[src/include/aac_pkg.sv]
// Package holding constants and types for the converter autoscan control.
`default_nettype none
package aac_pkg;
  localparam int unsigned CLK_HZ = 20000000;
  localparam int unsigned RES_W = 10;
  localparam int unsigned NUM_CH = 8;
  localparam int unsigned BIT_PERIODS = 10;
  localparam int unsigned SAMPLE_BITS = 2;
  // Bit times per conversion: sample (2) plus decisions (10), m/2 each.
  localparam logic [4:0] BITS_PER_CONV = 5'h0c;
  // Idle period of m-1 cycles after store; 12*m/2 + 1 + init = 7*m.
  localparam logic [3:0] HALF_M_CYC_W = 4'h4;
  localparam logic [7:0] CTRL_RESET = 8'h00;
  localparam logic [7:0] MASK_RESET = 8'h00;
  localparam logic [1:0] EDGE_NONE = 2'h0;

  // Control bits presented to the block as one group.
  typedef struct packed {
    logic [1:0] prescale_sel;
    logic continuous_scan_sel;
    logic ext_rise_enable;
    logic ext_fall_enable;
  } aac_ctrl_t;

  // One stored result with its channel.
  typedef struct packed {
    logic [2:0] chan;
    logic [9:0] code;
  } aac_result_t;

  typedef enum logic [4:0] {
    ST_IDLE = 5'h01,
    ST_ALIGN = 5'h02,
    ST_CONV = 5'h04,
    ST_STORE = 5'h08,
    ST_INIT = 5'h10
  } aac_state_t;
endpackage
`default_nettype wire

[src/rtl/aac_adc_autoscan_control.sv]
// Autoscan sequencer for a 10-bit successive-approximation converter.
// Summary of operation
// - Ten-bit successive approximation over eight multiplexed inputs.
// - Two-bit prescaler field selects divisor m of 2, 4, 6 or 8.
// - Conversion lasts 6m+1 cycles: sample, ten bits, one store cycle.
// - Initialisation after store spaces conversions 7m cycles apart.
// - First sampling aligns to divided clock, delayed up to m/2 cycles.
// - Every conversion is an autoscan, continuous or one-time.
// - Channels with mask bit one are scanned, zero bits skipped.
// - Each scan starts at the lowest set mask bit.
// - Loop starts when start flag sets by software or external edge.
// - Two enables choose no, rising, falling or both external edges.
// - Result stored in channel buffer, then next higher set bit converted.
// - Last store sets done flag; only a software write or reset clears it.
// - Continuous keeps start set and restarts; one-time stops, clears start.
// - Start writes while done flag set wait pending; start reads zero.
// - Reset clears control, mask and shared high bits; result buffers keep their contents.
// - Power-down aborts, clears start, halts divider.
`default_nettype none
module aac_adc_autoscan_control (
  input wire logic SYS_CLK_I,
  input wire logic RESET_N_I,
  input wire logic [1:0] PRESCALE_SEL_I,
  input wire logic CONTINUOUS_SCAN_SEL_I,
  input wire logic EXT_RISE_ENABLE_I,
  input wire logic EXT_FALL_ENABLE_I,
  input wire logic [7:0] SCAN_SELECT_MASK_I,
  input wire logic CTRL_WRITE_I,
  input wire logic START_WRITE_VAL_I,
  input wire logic DONE_CLEAR_I,
  input wire logic POWER_DOWN_I,
  input wire logic EXT_START_IN_I,
  input wire logic COMP_I,
  input wire logic [2:0] READ_CHAN_I,
  output logic CONV_START_FLAG_O,
  output logic SCAN_DONE_FLAG_O,
  output logic BUSY_O,
  output logic [2:0] MUX_SEL_O,
  output logic SAMPLE_O,
  output logic [9:0] DAC_CODE_O,
  output logic [7:0] RESULT_LOW_BYTE_O,
  output logic [1:0] RESULT_HIGH_BITS_O,
  output logic RESULT_STROBE_O
);

  // Latched configuration, sequencer state and flags.
  aac_pkg::aac_ctrl_t ctrl;
  aac_pkg::aac_state_t state;
  aac_pkg::aac_state_t next_state;
  logic [7:0] scan_select_mask;
  logic start_flag;
  logic start_pending;
  logic done_flag;

  // External start synchroniser and its settled copy.
  logic [2:0] ext_sync;
  logic ext_stable;

  // Divider, bit counter, channel pointer and approximation register.
  logic [3:0] cyc_cnt;
  logic [4:0] bit_idx;
  logic [2:0] chan;
  logic [9:0] sar;
  logic [9:0] trial;

  // Result storage; only the two top bits are shared between channels.
  logic [9:0] result_mem [0:7];
  logic [1:0] last_high;
  logic strobe;

  // Decoded helper wires.
  logic div_tick;
  logic [3:0] half_m;
  logic [2:0] first_chan;
  logic [2:0] next_chan;
  logic has_next;
  logic any_sel;
  logic ext_rise;
  logic ext_fall;
  logic ext_trig;
  logic start_req;
  logic last_conv;
  logic conv_done;
  logic init_done;
  logic [3:0] bit_pos;

  // Divisor m = 2*(sel+1); half of it is the divided-clock tick period.
  // A machine cycle is one system clock here, so at 20 MHz even m = 8
  // gives a conversion far shorter than 15 us; software must slow the
  // clock if converter accuracy depends on it.
  assign half_m = {2'h0, ctrl.prescale_sel} + 4'h1;
  assign div_tick = (cyc_cnt == half_m - 4'h1);

  // Lowest set mask bit starts the loop; next higher set bit follows it.
  // A mask write in mid-scan steers only the channels still to come.
  always_comb begin
    first_chan = 3'h0;
    next_chan = 3'h0;
    has_next = 1'b0;
    for (int i = 7; i >= 0; i--) begin
      if (scan_select_mask[i]) begin
        first_chan = 3'(i);
      end
      if (scan_select_mask[i] && (3'(i) > chan)) begin
        next_chan = 3'(i);
        has_next = 1'b1;
      end
    end
  end
  assign any_sel = |scan_select_mask;
  assign last_conv = ~has_next;

  // Edge detection only on agreeing second and third stages.
  // The settled copy resets low; a pin held high through reset is
  // absorbed while the edge enables are still off after reset.
  assign ext_rise = ext_sync[1] & ext_sync[2] & ~ext_stable;
  assign ext_fall = ~ext_sync[1] & ~ext_sync[2] & ext_stable;
  assign ext_trig = (ext_rise & ctrl.ext_rise_enable) |
                    (ext_fall & ctrl.ext_fall_enable);
  assign start_req = (CTRL_WRITE_I & START_WRITE_VAL_I) | ext_trig;

  // Bit timing inside one conversion.
  assign bit_pos = 4'(aac_pkg::BITS_PER_CONV - 5'h1 - bit_idx);
  // One-hot mask of the bit whose decision is due at the current tick.
  assign trial = 10'h001 << bit_pos;
  assign conv_done = div_tick && (bit_idx == aac_pkg::BITS_PER_CONV - 5'h1);
  assign init_done = (cyc_cnt == (half_m << 1) - 4'h2);

  // Sequencer state selection.
  // Idle leaves only with an enabled channel; an empty mask keeps the
  // start flag up without converting anything.
  always_comb begin
    next_state = state;
    unique case (state)
      aac_pkg::ST_IDLE: begin
        if (start_flag && any_sel) begin
          next_state = aac_pkg::ST_ALIGN;
        end
      end
      aac_pkg::ST_ALIGN: begin
        if (div_tick) begin
          next_state = aac_pkg::ST_CONV;
        end
      end
      aac_pkg::ST_CONV: begin
        if (conv_done) begin
          next_state = aac_pkg::ST_STORE;
        end
      end
      aac_pkg::ST_STORE: begin
        if (last_conv && !ctrl.continuous_scan_sel) begin
          next_state = aac_pkg::ST_IDLE;
        end else begin
          next_state = aac_pkg::ST_INIT;
        end
      end
      aac_pkg::ST_INIT: begin
        if (init_done) begin
          next_state = aac_pkg::ST_CONV;
        end
      end
      default: begin
        next_state = aac_pkg::ST_IDLE;
      end
    endcase
  end

  // Control and mask clear on reset; power-down leaves them alone.
  // Changing the prescaler while busy can stretch one divider tick.
  always_ff @(posedge SYS_CLK_I or negedge RESET_N_I) begin
    if (!RESET_N_I) begin
      ctrl <= '0;
      scan_select_mask <= aac_pkg::MASK_RESET;
    end else if (CTRL_WRITE_I) begin
      ctrl <= '{PRESCALE_SEL_I, CONTINUOUS_SCAN_SEL_I,
                EXT_RISE_ENABLE_I, EXT_FALL_ENABLE_I};
      scan_select_mask <= SCAN_SELECT_MASK_I;
    end
  end

  // Three-stage synchroniser; the stable copy follows agreeing stages.
  always_ff @(posedge SYS_CLK_I or negedge RESET_N_I) begin
    if (!RESET_N_I) begin
      ext_sync <= 3'h0;
      ext_stable <= 1'b0;
    end else begin
      ext_sync <= {ext_sync[1:0], EXT_START_IN_I};
      if (ext_sync[1] == ext_sync[2]) begin
        ext_stable <= ext_sync[2];
      end
    end
  end

  // Start, pending and done flags. Hardware set wins over software clear.
  // A start that arrives while done is up waits in the pending bit and
  // takes effect on the cycle after done clears.
  always_ff @(posedge SYS_CLK_I or negedge RESET_N_I) begin
    if (!RESET_N_I) begin
      start_flag <= 1'b0;
      start_pending <= 1'b0;
      done_flag <= 1'b0;
    end else begin
      if (state == aac_pkg::ST_STORE && last_conv) begin
        done_flag <= 1'b1;
      end else if (DONE_CLEAR_I) begin
        done_flag <= 1'b0;
      end
      if (POWER_DOWN_I) begin
        start_flag <= 1'b0;
        start_pending <= 1'b0;
      end else if (state == aac_pkg::ST_STORE && last_conv &&
                   !ctrl.continuous_scan_sel) begin
        start_flag <= 1'b0;
        start_pending <= start_pending | start_req;
      end else if (done_flag) begin
        start_pending <= start_pending | start_req;
      end else if (start_req || start_pending) begin
        start_flag <= 1'b1;
        start_pending <= 1'b0;
      end
    end
  end

  // Sequencer, divider and successive-approximation register.
  // Power-down parks everything here but keeps the channel and code.
  always_ff @(posedge SYS_CLK_I or negedge RESET_N_I) begin
    if (!RESET_N_I) begin
      state <= aac_pkg::ST_IDLE;
      cyc_cnt <= 4'h0;
      bit_idx <= 5'h0;
      chan <= 3'h0;
      sar <= 10'h000;
      strobe <= 1'b0;
    end else if (POWER_DOWN_I) begin
      state <= aac_pkg::ST_IDLE;
      cyc_cnt <= 4'h0;
      bit_idx <= 5'h0;
      strobe <= 1'b0;
    end else begin
      state <= next_state;
      strobe <= (state == aac_pkg::ST_STORE);
      // The divider free-runs in idle so a start aligns to its phase.
      if (state == aac_pkg::ST_INIT) begin
        cyc_cnt <= init_done ? 4'h0 : cyc_cnt + 4'h1;
      end else if (state == aac_pkg::ST_STORE) begin
        cyc_cnt <= 4'h0;
      end else begin
        cyc_cnt <= div_tick ? 4'h0 : cyc_cnt + 4'h1;
      end
      if (state == aac_pkg::ST_IDLE) begin
        chan <= first_chan;
      end
      // Two sample ticks, then one decision per tick, MSB first.
      if (state == aac_pkg::ST_CONV && div_tick) begin
        bit_idx <= bit_idx + 5'h1;
        if (bit_idx == 5'h1) begin
          sar <= 10'h200;
        end else if (bit_idx > 5'h1) begin
          // Drop the trial bit if the input is below it, then try the
          // next lower one; after bit zero the shift leaves nothing.
          sar <= (COMP_I ? sar : (sar & ~trial)) | (trial >> 1);
        end
      end
      if (state == aac_pkg::ST_STORE) begin
        bit_idx <= 5'h0;
        chan <= last_conv ? first_chan : next_chan;
      end
    end
  end

  // Result buffers have no reset so contents survive reset and power-down.
  // Reading a buffer before its first store returns an unknown value.
  always_ff @(posedge SYS_CLK_I) begin
    if (state == aac_pkg::ST_STORE) begin
      result_mem[chan] <= sar;
    end
  end

  // The shared high bits hold the last stored result's top two bits.
  always_ff @(posedge SYS_CLK_I or negedge RESET_N_I) begin
    if (!RESET_N_I) begin
      last_high <= 2'h0;
    end else if (state == aac_pkg::ST_STORE) begin
      last_high <= sar[9:8];
    end
  end

  // Port views. A held start stays invisible while the done flag is up.
  assign CONV_START_FLAG_O = start_flag & ~done_flag;
  assign SCAN_DONE_FLAG_O = done_flag;
  assign BUSY_O = (state != aac_pkg::ST_IDLE);
  assign MUX_SEL_O = chan;
  assign SAMPLE_O = (state == aac_pkg::ST_CONV) && (bit_idx < 5'h2);
  assign DAC_CODE_O = sar;
  assign RESULT_LOW_BYTE_O = result_mem[READ_CHAN_I][7:0];
  assign RESULT_HIGH_BITS_O = last_high;
  assign RESULT_STROBE_O = strobe;

endmodule
`default_nettype wire

[config.mk]
export PLATFORM = sky130hd
export DESIGN_NAME = aac_adc_autoscan_control
export DESIGN_NICKNAME = d
export VERILOG_FILES = /design/src/include/aac_pkg.sv /design/src/rtl/aac_adc_autoscan_control.sv
export SDC_FILE = /design/constraint.sdc
export NUM_CORES = 1
export LEC_CHECK = 0
export ABC_AREA = 1
export BUFFER_PORTS_ARGS = -buffer_cell sky130_fd_sc_hd__buf_2
export CAP_MARGIN = 40
export CORE_MARGIN = 2
export CORE_UTILIZATION = 45
export CTS_CLUSTER_SIZE = 10
export DETAILED_ROUTE_END_ITERATION = 8
export HOLD_SLACK_MARGIN = 0.06
export SYNTH_ARGS = -nofsm -noshare
export SYNTH_HDL_FRONTEND = slang
export SYNTH_SLANG_ARGS = --single-unit
[constraint.sdc]
create_clock -name SYS_CLK_I -period 2.77 [get_ports SYS_CLK_I]
set_input_delay 0.831 -clock SYS_CLK_I [delete_from_list [all_inputs] [get_ports SYS_CLK_I]]
set_output_delay 0.831 -clock SYS_CLK_I [all_outputs]
set_load 0.02 [all_outputs]
==> impl_metrics.prom <==
# TYPE chip_impl_metric gauge
chip_impl_info{name="root_buffer",value="sky130_fd_sc_hd__clkbuf_16"} 1
chip_impl_metric{name="post_synth_and_or_nand_nor_area_fraction",unit=""} 0.2120
chip_impl_info{name="top_layer",value="met4"} 1
chip_impl_metric{name="die_ht",unit="um"} 113.6
chip_impl_metric{name="layout.filler_cells",unit=""} 1071
chip_impl_info{name="combinational_family_with_the_most_area_after_synthesis",value="simple AND/OR/NAND/NOR gates"} 1
chip_impl_metric{name="power",unit="mW"} 4.669
chip_impl_metric{name="detailedRoute.firstIterationViolations",unit=""} 189
chip_impl_metric{name="mappedNetlistNets",unit=""} 609
chip_impl_metric{name="cts-buffers-inserted",unit=""} 17
chip_impl_metric{name="netlist-cell-type-count",unit=""} 35
chip_impl_metric{name="detailedRoute.firstPassIterationCount",unit=""} 5
chip_impl_metric{name="clkSlewWorstSetupHoldPaths",unit="ps"} 60
chip_impl_metric{name="area_growth",unit="%"} 21.41
chip_impl_metric{name="postSynthRegisterBits",unit=""} 114
chip_impl_metric{name="layout-drive-gt1-share",unit=""} 0.2049
chip_impl_metric{name="drv_slew",unit=""} 0
chip_impl_metric{name="critPathArrivalTime",unit="ps"} 1910
chip_impl_info{name="most_used_flip_flop_cell_after_synthesis",value="sky130_fd_sc_hd__edfxtp_1"} 1
chip_impl_metric{name="grt_first_pass_wirelength",unit="um"} 20650
chip_impl_metric{name="timing_limited_maximum_frequency",unit="MHz"} 364.5
chip_impl_info{name="timing.critical_path.from_type",value="input port"} 1
chip_impl_info{name="outcome",value="finished clean"} 1
chip_impl_metric{name="worst-endpoint-required",unit="ps"} 1940
chip_impl_metric{name="detailedPlacementHpwl",unit="um"} 8721
chip_impl_metric{name="htreeDepth",unit=""} 4
chip_impl_metric{name="clock_path_buffers",unit=""} 2
chip_impl_metric{name="preCtsSetupSlack",unit="ps"} -21.72
chip_impl_metric{name="synth.mux.area_fraction",unit=""} 0.006250
chip_impl_info{name="crit_path_end_kind",value="primary output"} 1
chip_impl_metric{name="pin_count_of_the_biggest_net_entering_global_routing",unit=""} 25
chip_impl_metric{name="crit_fanout",unit=""} 7
chip_impl_metric{name="timing.max_slew.rel_slack",unit=""} 0.6869
chip_impl_metric{name="drc",unit=""} 0
chip_impl_info{name="synth_area_leader_cell",value="sky130_fd_sc_hd__edfxtp_1"} 1
chip_impl_info{name="synthTopCellsByArea",value="sky130_fd_sc_hd__edfxtp_1 36%, sky130_fd_sc_hd__dfrtp_1 23%, sky130_fd_sc_hd__nand2_1 8.0%, sky130_fd_sc_hd__nor2_1 5.6%, sky130_fd_sc_hd__o21ai_0 4.9%"} 1
chip_impl_metric{name="cellPowerDensity",unit="mW/mm2"} 711.5
chip_impl_metric{name="gp_congestion",unit=""} 0.8289
chip_impl_metric{name="floorplan.die.width",unit="um"} 113.6
chip_impl_metric{name="antenna_cells",unit=""} 0
chip_impl_metric{name="io_buffer_count",unit=""} 51
chip_impl_metric{name="synth_async_sr_flop_share",unit=""} 0.4386
chip_impl_metric{name="count_of_flip_flops_with_a_built_in_enable_after_synthesis",unit=""} 64
chip_impl_metric{name="drv_cap",unit=""} 0
chip_impl_metric{name="gr-total-overflow",unit=""} 0
chip_impl_metric{name="synthesis.instances",unit=""} 570
chip_impl_metric{name="timing.final.hold_violations",unit=""} 0
chip_impl_metric{name="floorplan.initialDensity",unit=""} 0.4557
chip_impl_metric{name="coreArea",unit="mm2"} 0.01186
chip_impl_metric{name="final_critical_path_setup_slack",unit="ps"} 26.47
chip_impl_metric{name="share_of_the_synthesized_area_in_the_top_cell_type",unit=""} 0.3556
chip_impl_info{name="clock_tree_from_tritoncts",value="done"} 1
chip_impl_metric{name="grt_pass1_vias",unit=""} 4267
chip_impl_metric{name="cts_hold_buffers",unit=""} 0
chip_impl_metric{name="finish.net_count",unit=""} 685
chip_impl_metric{name="synth-adder-area-share",unit=""} 0.03472
chip_impl_metric{name="clock-skew-final",unit="ps"} 10.65
chip_impl_metric{name="postRouteWirelength",unit="um"} 12480
chip_impl_metric{name="gr-usage-all-layers",unit=""} 0.2077
chip_impl_metric{name="total_of_endpoints_with_negative_setup_slack_in_the_final_report",unit=""} 0
chip_impl_metric{name="wl_per_cell",unit="um"} 15.49
chip_impl_metric{name="post_synth_xor_area_fraction",unit=""} 0.008102
chip_impl_metric{name="latest_clock_arrival_within_the_worst_skew_pair",unit="ps"} 420
chip_impl_metric{name="power.static_leakage",unit="nW"} 2.877
chip_impl_metric{name="tightestPinTransition",unit="ps"} 468.5
chip_impl_metric{name="grt_antenna_before_repair",unit=""} 0
chip_impl_metric{name="ys.warnings.count",unit=""} 0
chip_impl_metric{name="finalHoldWorstSlack",unit="ps"} 315.2
chip_impl_metric{name="antenna_left",unit=""} 0
chip_impl_info{name="setup.worst_path.class",value="input port to primary output"} 1
chip_impl_metric{name="die_area",unit="mm2"} 0.01290
chip_impl_info{name="hp-class",value="input port to async pin"} 1
chip_impl_metric{name="placement_rows",unit=""} 40
chip_impl_metric{name="synth-compound-area-share",unit=""} 0.1023
chip_impl_metric{name="routed-via-count",unit=""} 4195
chip_impl_metric{name="period_minus_slack",unit="ps"} 2744
chip_impl_metric{name="clock-sinks",unit=""} 114
chip_impl_metric{name="route.met2.wl",unit="um"} 6416
chip_impl_metric{name="detail_route.vias_per_cell",unit=""} 5.205
chip_impl_metric{name="top_level_ports",unit=""} 52
chip_impl_metric{name="vdd_ir_drop_max",unit="uV"} 369.0
chip_impl_metric{name="met3RoutedLength",unit="um"} 539
chip_impl_metric{name="met1_length",unit="um"} 5377
chip_impl_metric{name="netlist_area",unit="mm2"} 0.005405
chip_impl_metric{name="synth.avg_cell_area",unit="um2"} 9.483
chip_impl_metric{name="seq_area_frac_synth",unit=""} 0.5873
chip_impl_metric{name="fin_crit_sh",unit=""} 0.9904
[layout by cell type, fill, tap and decap left out, types with 15 or more instances in the layout]
cell type,Yosys,routed
sky130_fd_sc_hd__buf_2,3,45
sky130_fd_sc_hd__buf_4,2,26
sky130_fd_sc_hd__clkbuf_16,0,17
sky130_fd_sc_hd__dfrtp_1,49,49
sky130_fd_sc_hd__edfxtp_1,64,64
sky130_fd_sc_hd__ha_1,15,15
sky130_fd_sc_hd__inv_1,43,41
sky130_fd_sc_hd__nand2_1,115,115
sky130_fd_sc_hd__nand3_1,34,34
sky130_fd_sc_hd__nor2_1,80,79
sky130_fd_sc_hd__o21ai_0,53,48
sky130_fd_sc_hd__o21ai_1,16,21
[what timing repair did]
item,CTS,global route
setup buffers,0,5
endpoints found under the setup margin,2,8
pin swaps,0,5
resized for setup,0,21
[metrics by stage]
stage	std cells	cell area [um2]	setup TNS [ps]	util
5_1_grt	806	6563	-0.5338	0.5533
3_3_place_gp	769	5928	0	0.4998
3_5_place_dp	769	5928	-21.72	0.4998
2_1_floorplan	570	5405	0	-
4_1_cts	801	6472	-66.85	0.5457
6_report	806	6563	0	0.5533
[layout make-up]
class	count	area [um2]	area share
Clock buffer	17	425.4	0.06482
Clock inverter	15	118.9	0.01811
Inverter	48	183.9	0.02803
Multi-Input combinational cell	388	1967	0.2997
Sequential cell	114	3174	0.4837
Tap cell	147	183.9	0.02803
Timing Repair Buffer	77	509.2	0.07760
[flip-flops by register name (all words and copies together), names as in the netlist]
register and flops:
result_mem 64, DAC_CODE_O 10, scan_select_mask 8, bit_idx 5
ctrl 5, state 5, cyc_cnt 4, MUX_SEL_O 3
ext_sync 3, RESULT_HIGH_BITS_O 2, RESULT_STROBE_O 1, SCAN_DONE_FLAG_O 1
ext_stable 1, start_flag 1, start_pending 1
[path summary, 6_finish.rpt]
path                       depth (start not counted)                   endpoint                   from  slack (ps)
min reg2reg                                        0      ext_sync[1]$_DFF_PN0_  ext_sync[0]$_DFF_PN0_         360
max                                                9       RESULT_LOW_BYTE_O[6]         READ_CHAN_I[1]          30
min                                                1     start_flag$_DFFE_PN0P_              RESET_N_I         320
max in group asynchronous                          2  DAC_CODE_O[5]$_DFFE_PN0P_              RESET_N_I        1840
min in group SYS_CLK_I                             0      ext_sync[1]$_DFF_PN0_  ext_sync[0]$_DFF_PN0_         360
max reg2reg                                       11  DAC_CODE_O[9]$_DFFE_PN0P_    ctrl[3]$_DFFE_PN0P_         750
[metal layers]
| layer | track usage | vias to the layer above |
|---|---|---|
| met5 | 0 | - |
| met4 | 0.07398 | 0 |
| met3 | 0.04942 | 12 |
| met2 | 0.3609 | 108 |
| met1 | 0.2539 | 1987 |
| li1 | - | 2088 |
[cell families after synthesis]
group                    Yosys count
AND/OR/NAND/NOR                  263
flip-flops                       114
AO/OA/AOI/OAI                    102
buffers and inverters             68
adder cells (fa/ha/maj)           15
XOR/XNOR                           5
multiplexers                       3
[cells in the mapped netlist, types with 2 or more instances]
master,instances
sky130_fd_sc_hd__xor2_1,3
sky130_fd_sc_hd__a21oi_1,10
sky130_fd_sc_hd__a31oi_1,9
sky130_fd_sc_hd__nand4_1,8
sky130_fd_sc_hd__nor3_1,8
sky130_fd_sc_hd__xnor2_1,2
sky130_fd_sc_hd__edfxtp_1,64
sky130_fd_sc_hd__nor2_1,80
sky130_fd_sc_hd__clkbuf_1,15
sky130_fd_sc_hd__nand2_2,3
sky130_fd_sc_hd__o21ai_1,16
sky130_fd_sc_hd__inv_1,43
sky130_fd_sc_hd__nand3_1,34
sky130_fd_sc_hd__nor2_4,2
sky130_fd_sc_hd__nor2_2,6
sky130_fd_sc_hd__ha_1,15
sky130_fd_sc_hd__o21ai_0,53
sky130_fd_sc_hd__nor4_1,2
sky130_fd_sc_hd__mux2_2,3
sky130_fd_sc_hd__inv_2,5
sky130_fd_sc_hd__o22ai_1,10
sky130_fd_sc_hd__buf_2,3
sky130_fd_sc_hd__buf_4,2
sky130_fd_sc_hd__nand2_1,115
sky130_fd_sc_hd__dfrtp_1,49
[power breakdown]
part / switching [mW] / internal (mW)
clock network: 0.772 / 1.22
logic: 0.471 / 0.254
registers: 0.101 / 1.86
[worst max-delay path: stages]
cell and delay [ps]:
sky130_fd_sc_hd__buf_4 130, sky130_fd_sc_hd__clkinvlp_4 110, sky130_fd_sc_hd__buf_12 120, sky130_fd_sc_hd__buf_4 110, sky130_fd_sc_hd__o21ai_0 90, sky130_fd_sc_hd__o22ai_1 140
sky130_fd_sc_hd__nor2_1 70, sky130_fd_sc_hd__a31oi_1 140, sky130_fd_sc_hd__buf_2 180
No activity file was read; power rests on OpenSTA's default activity.
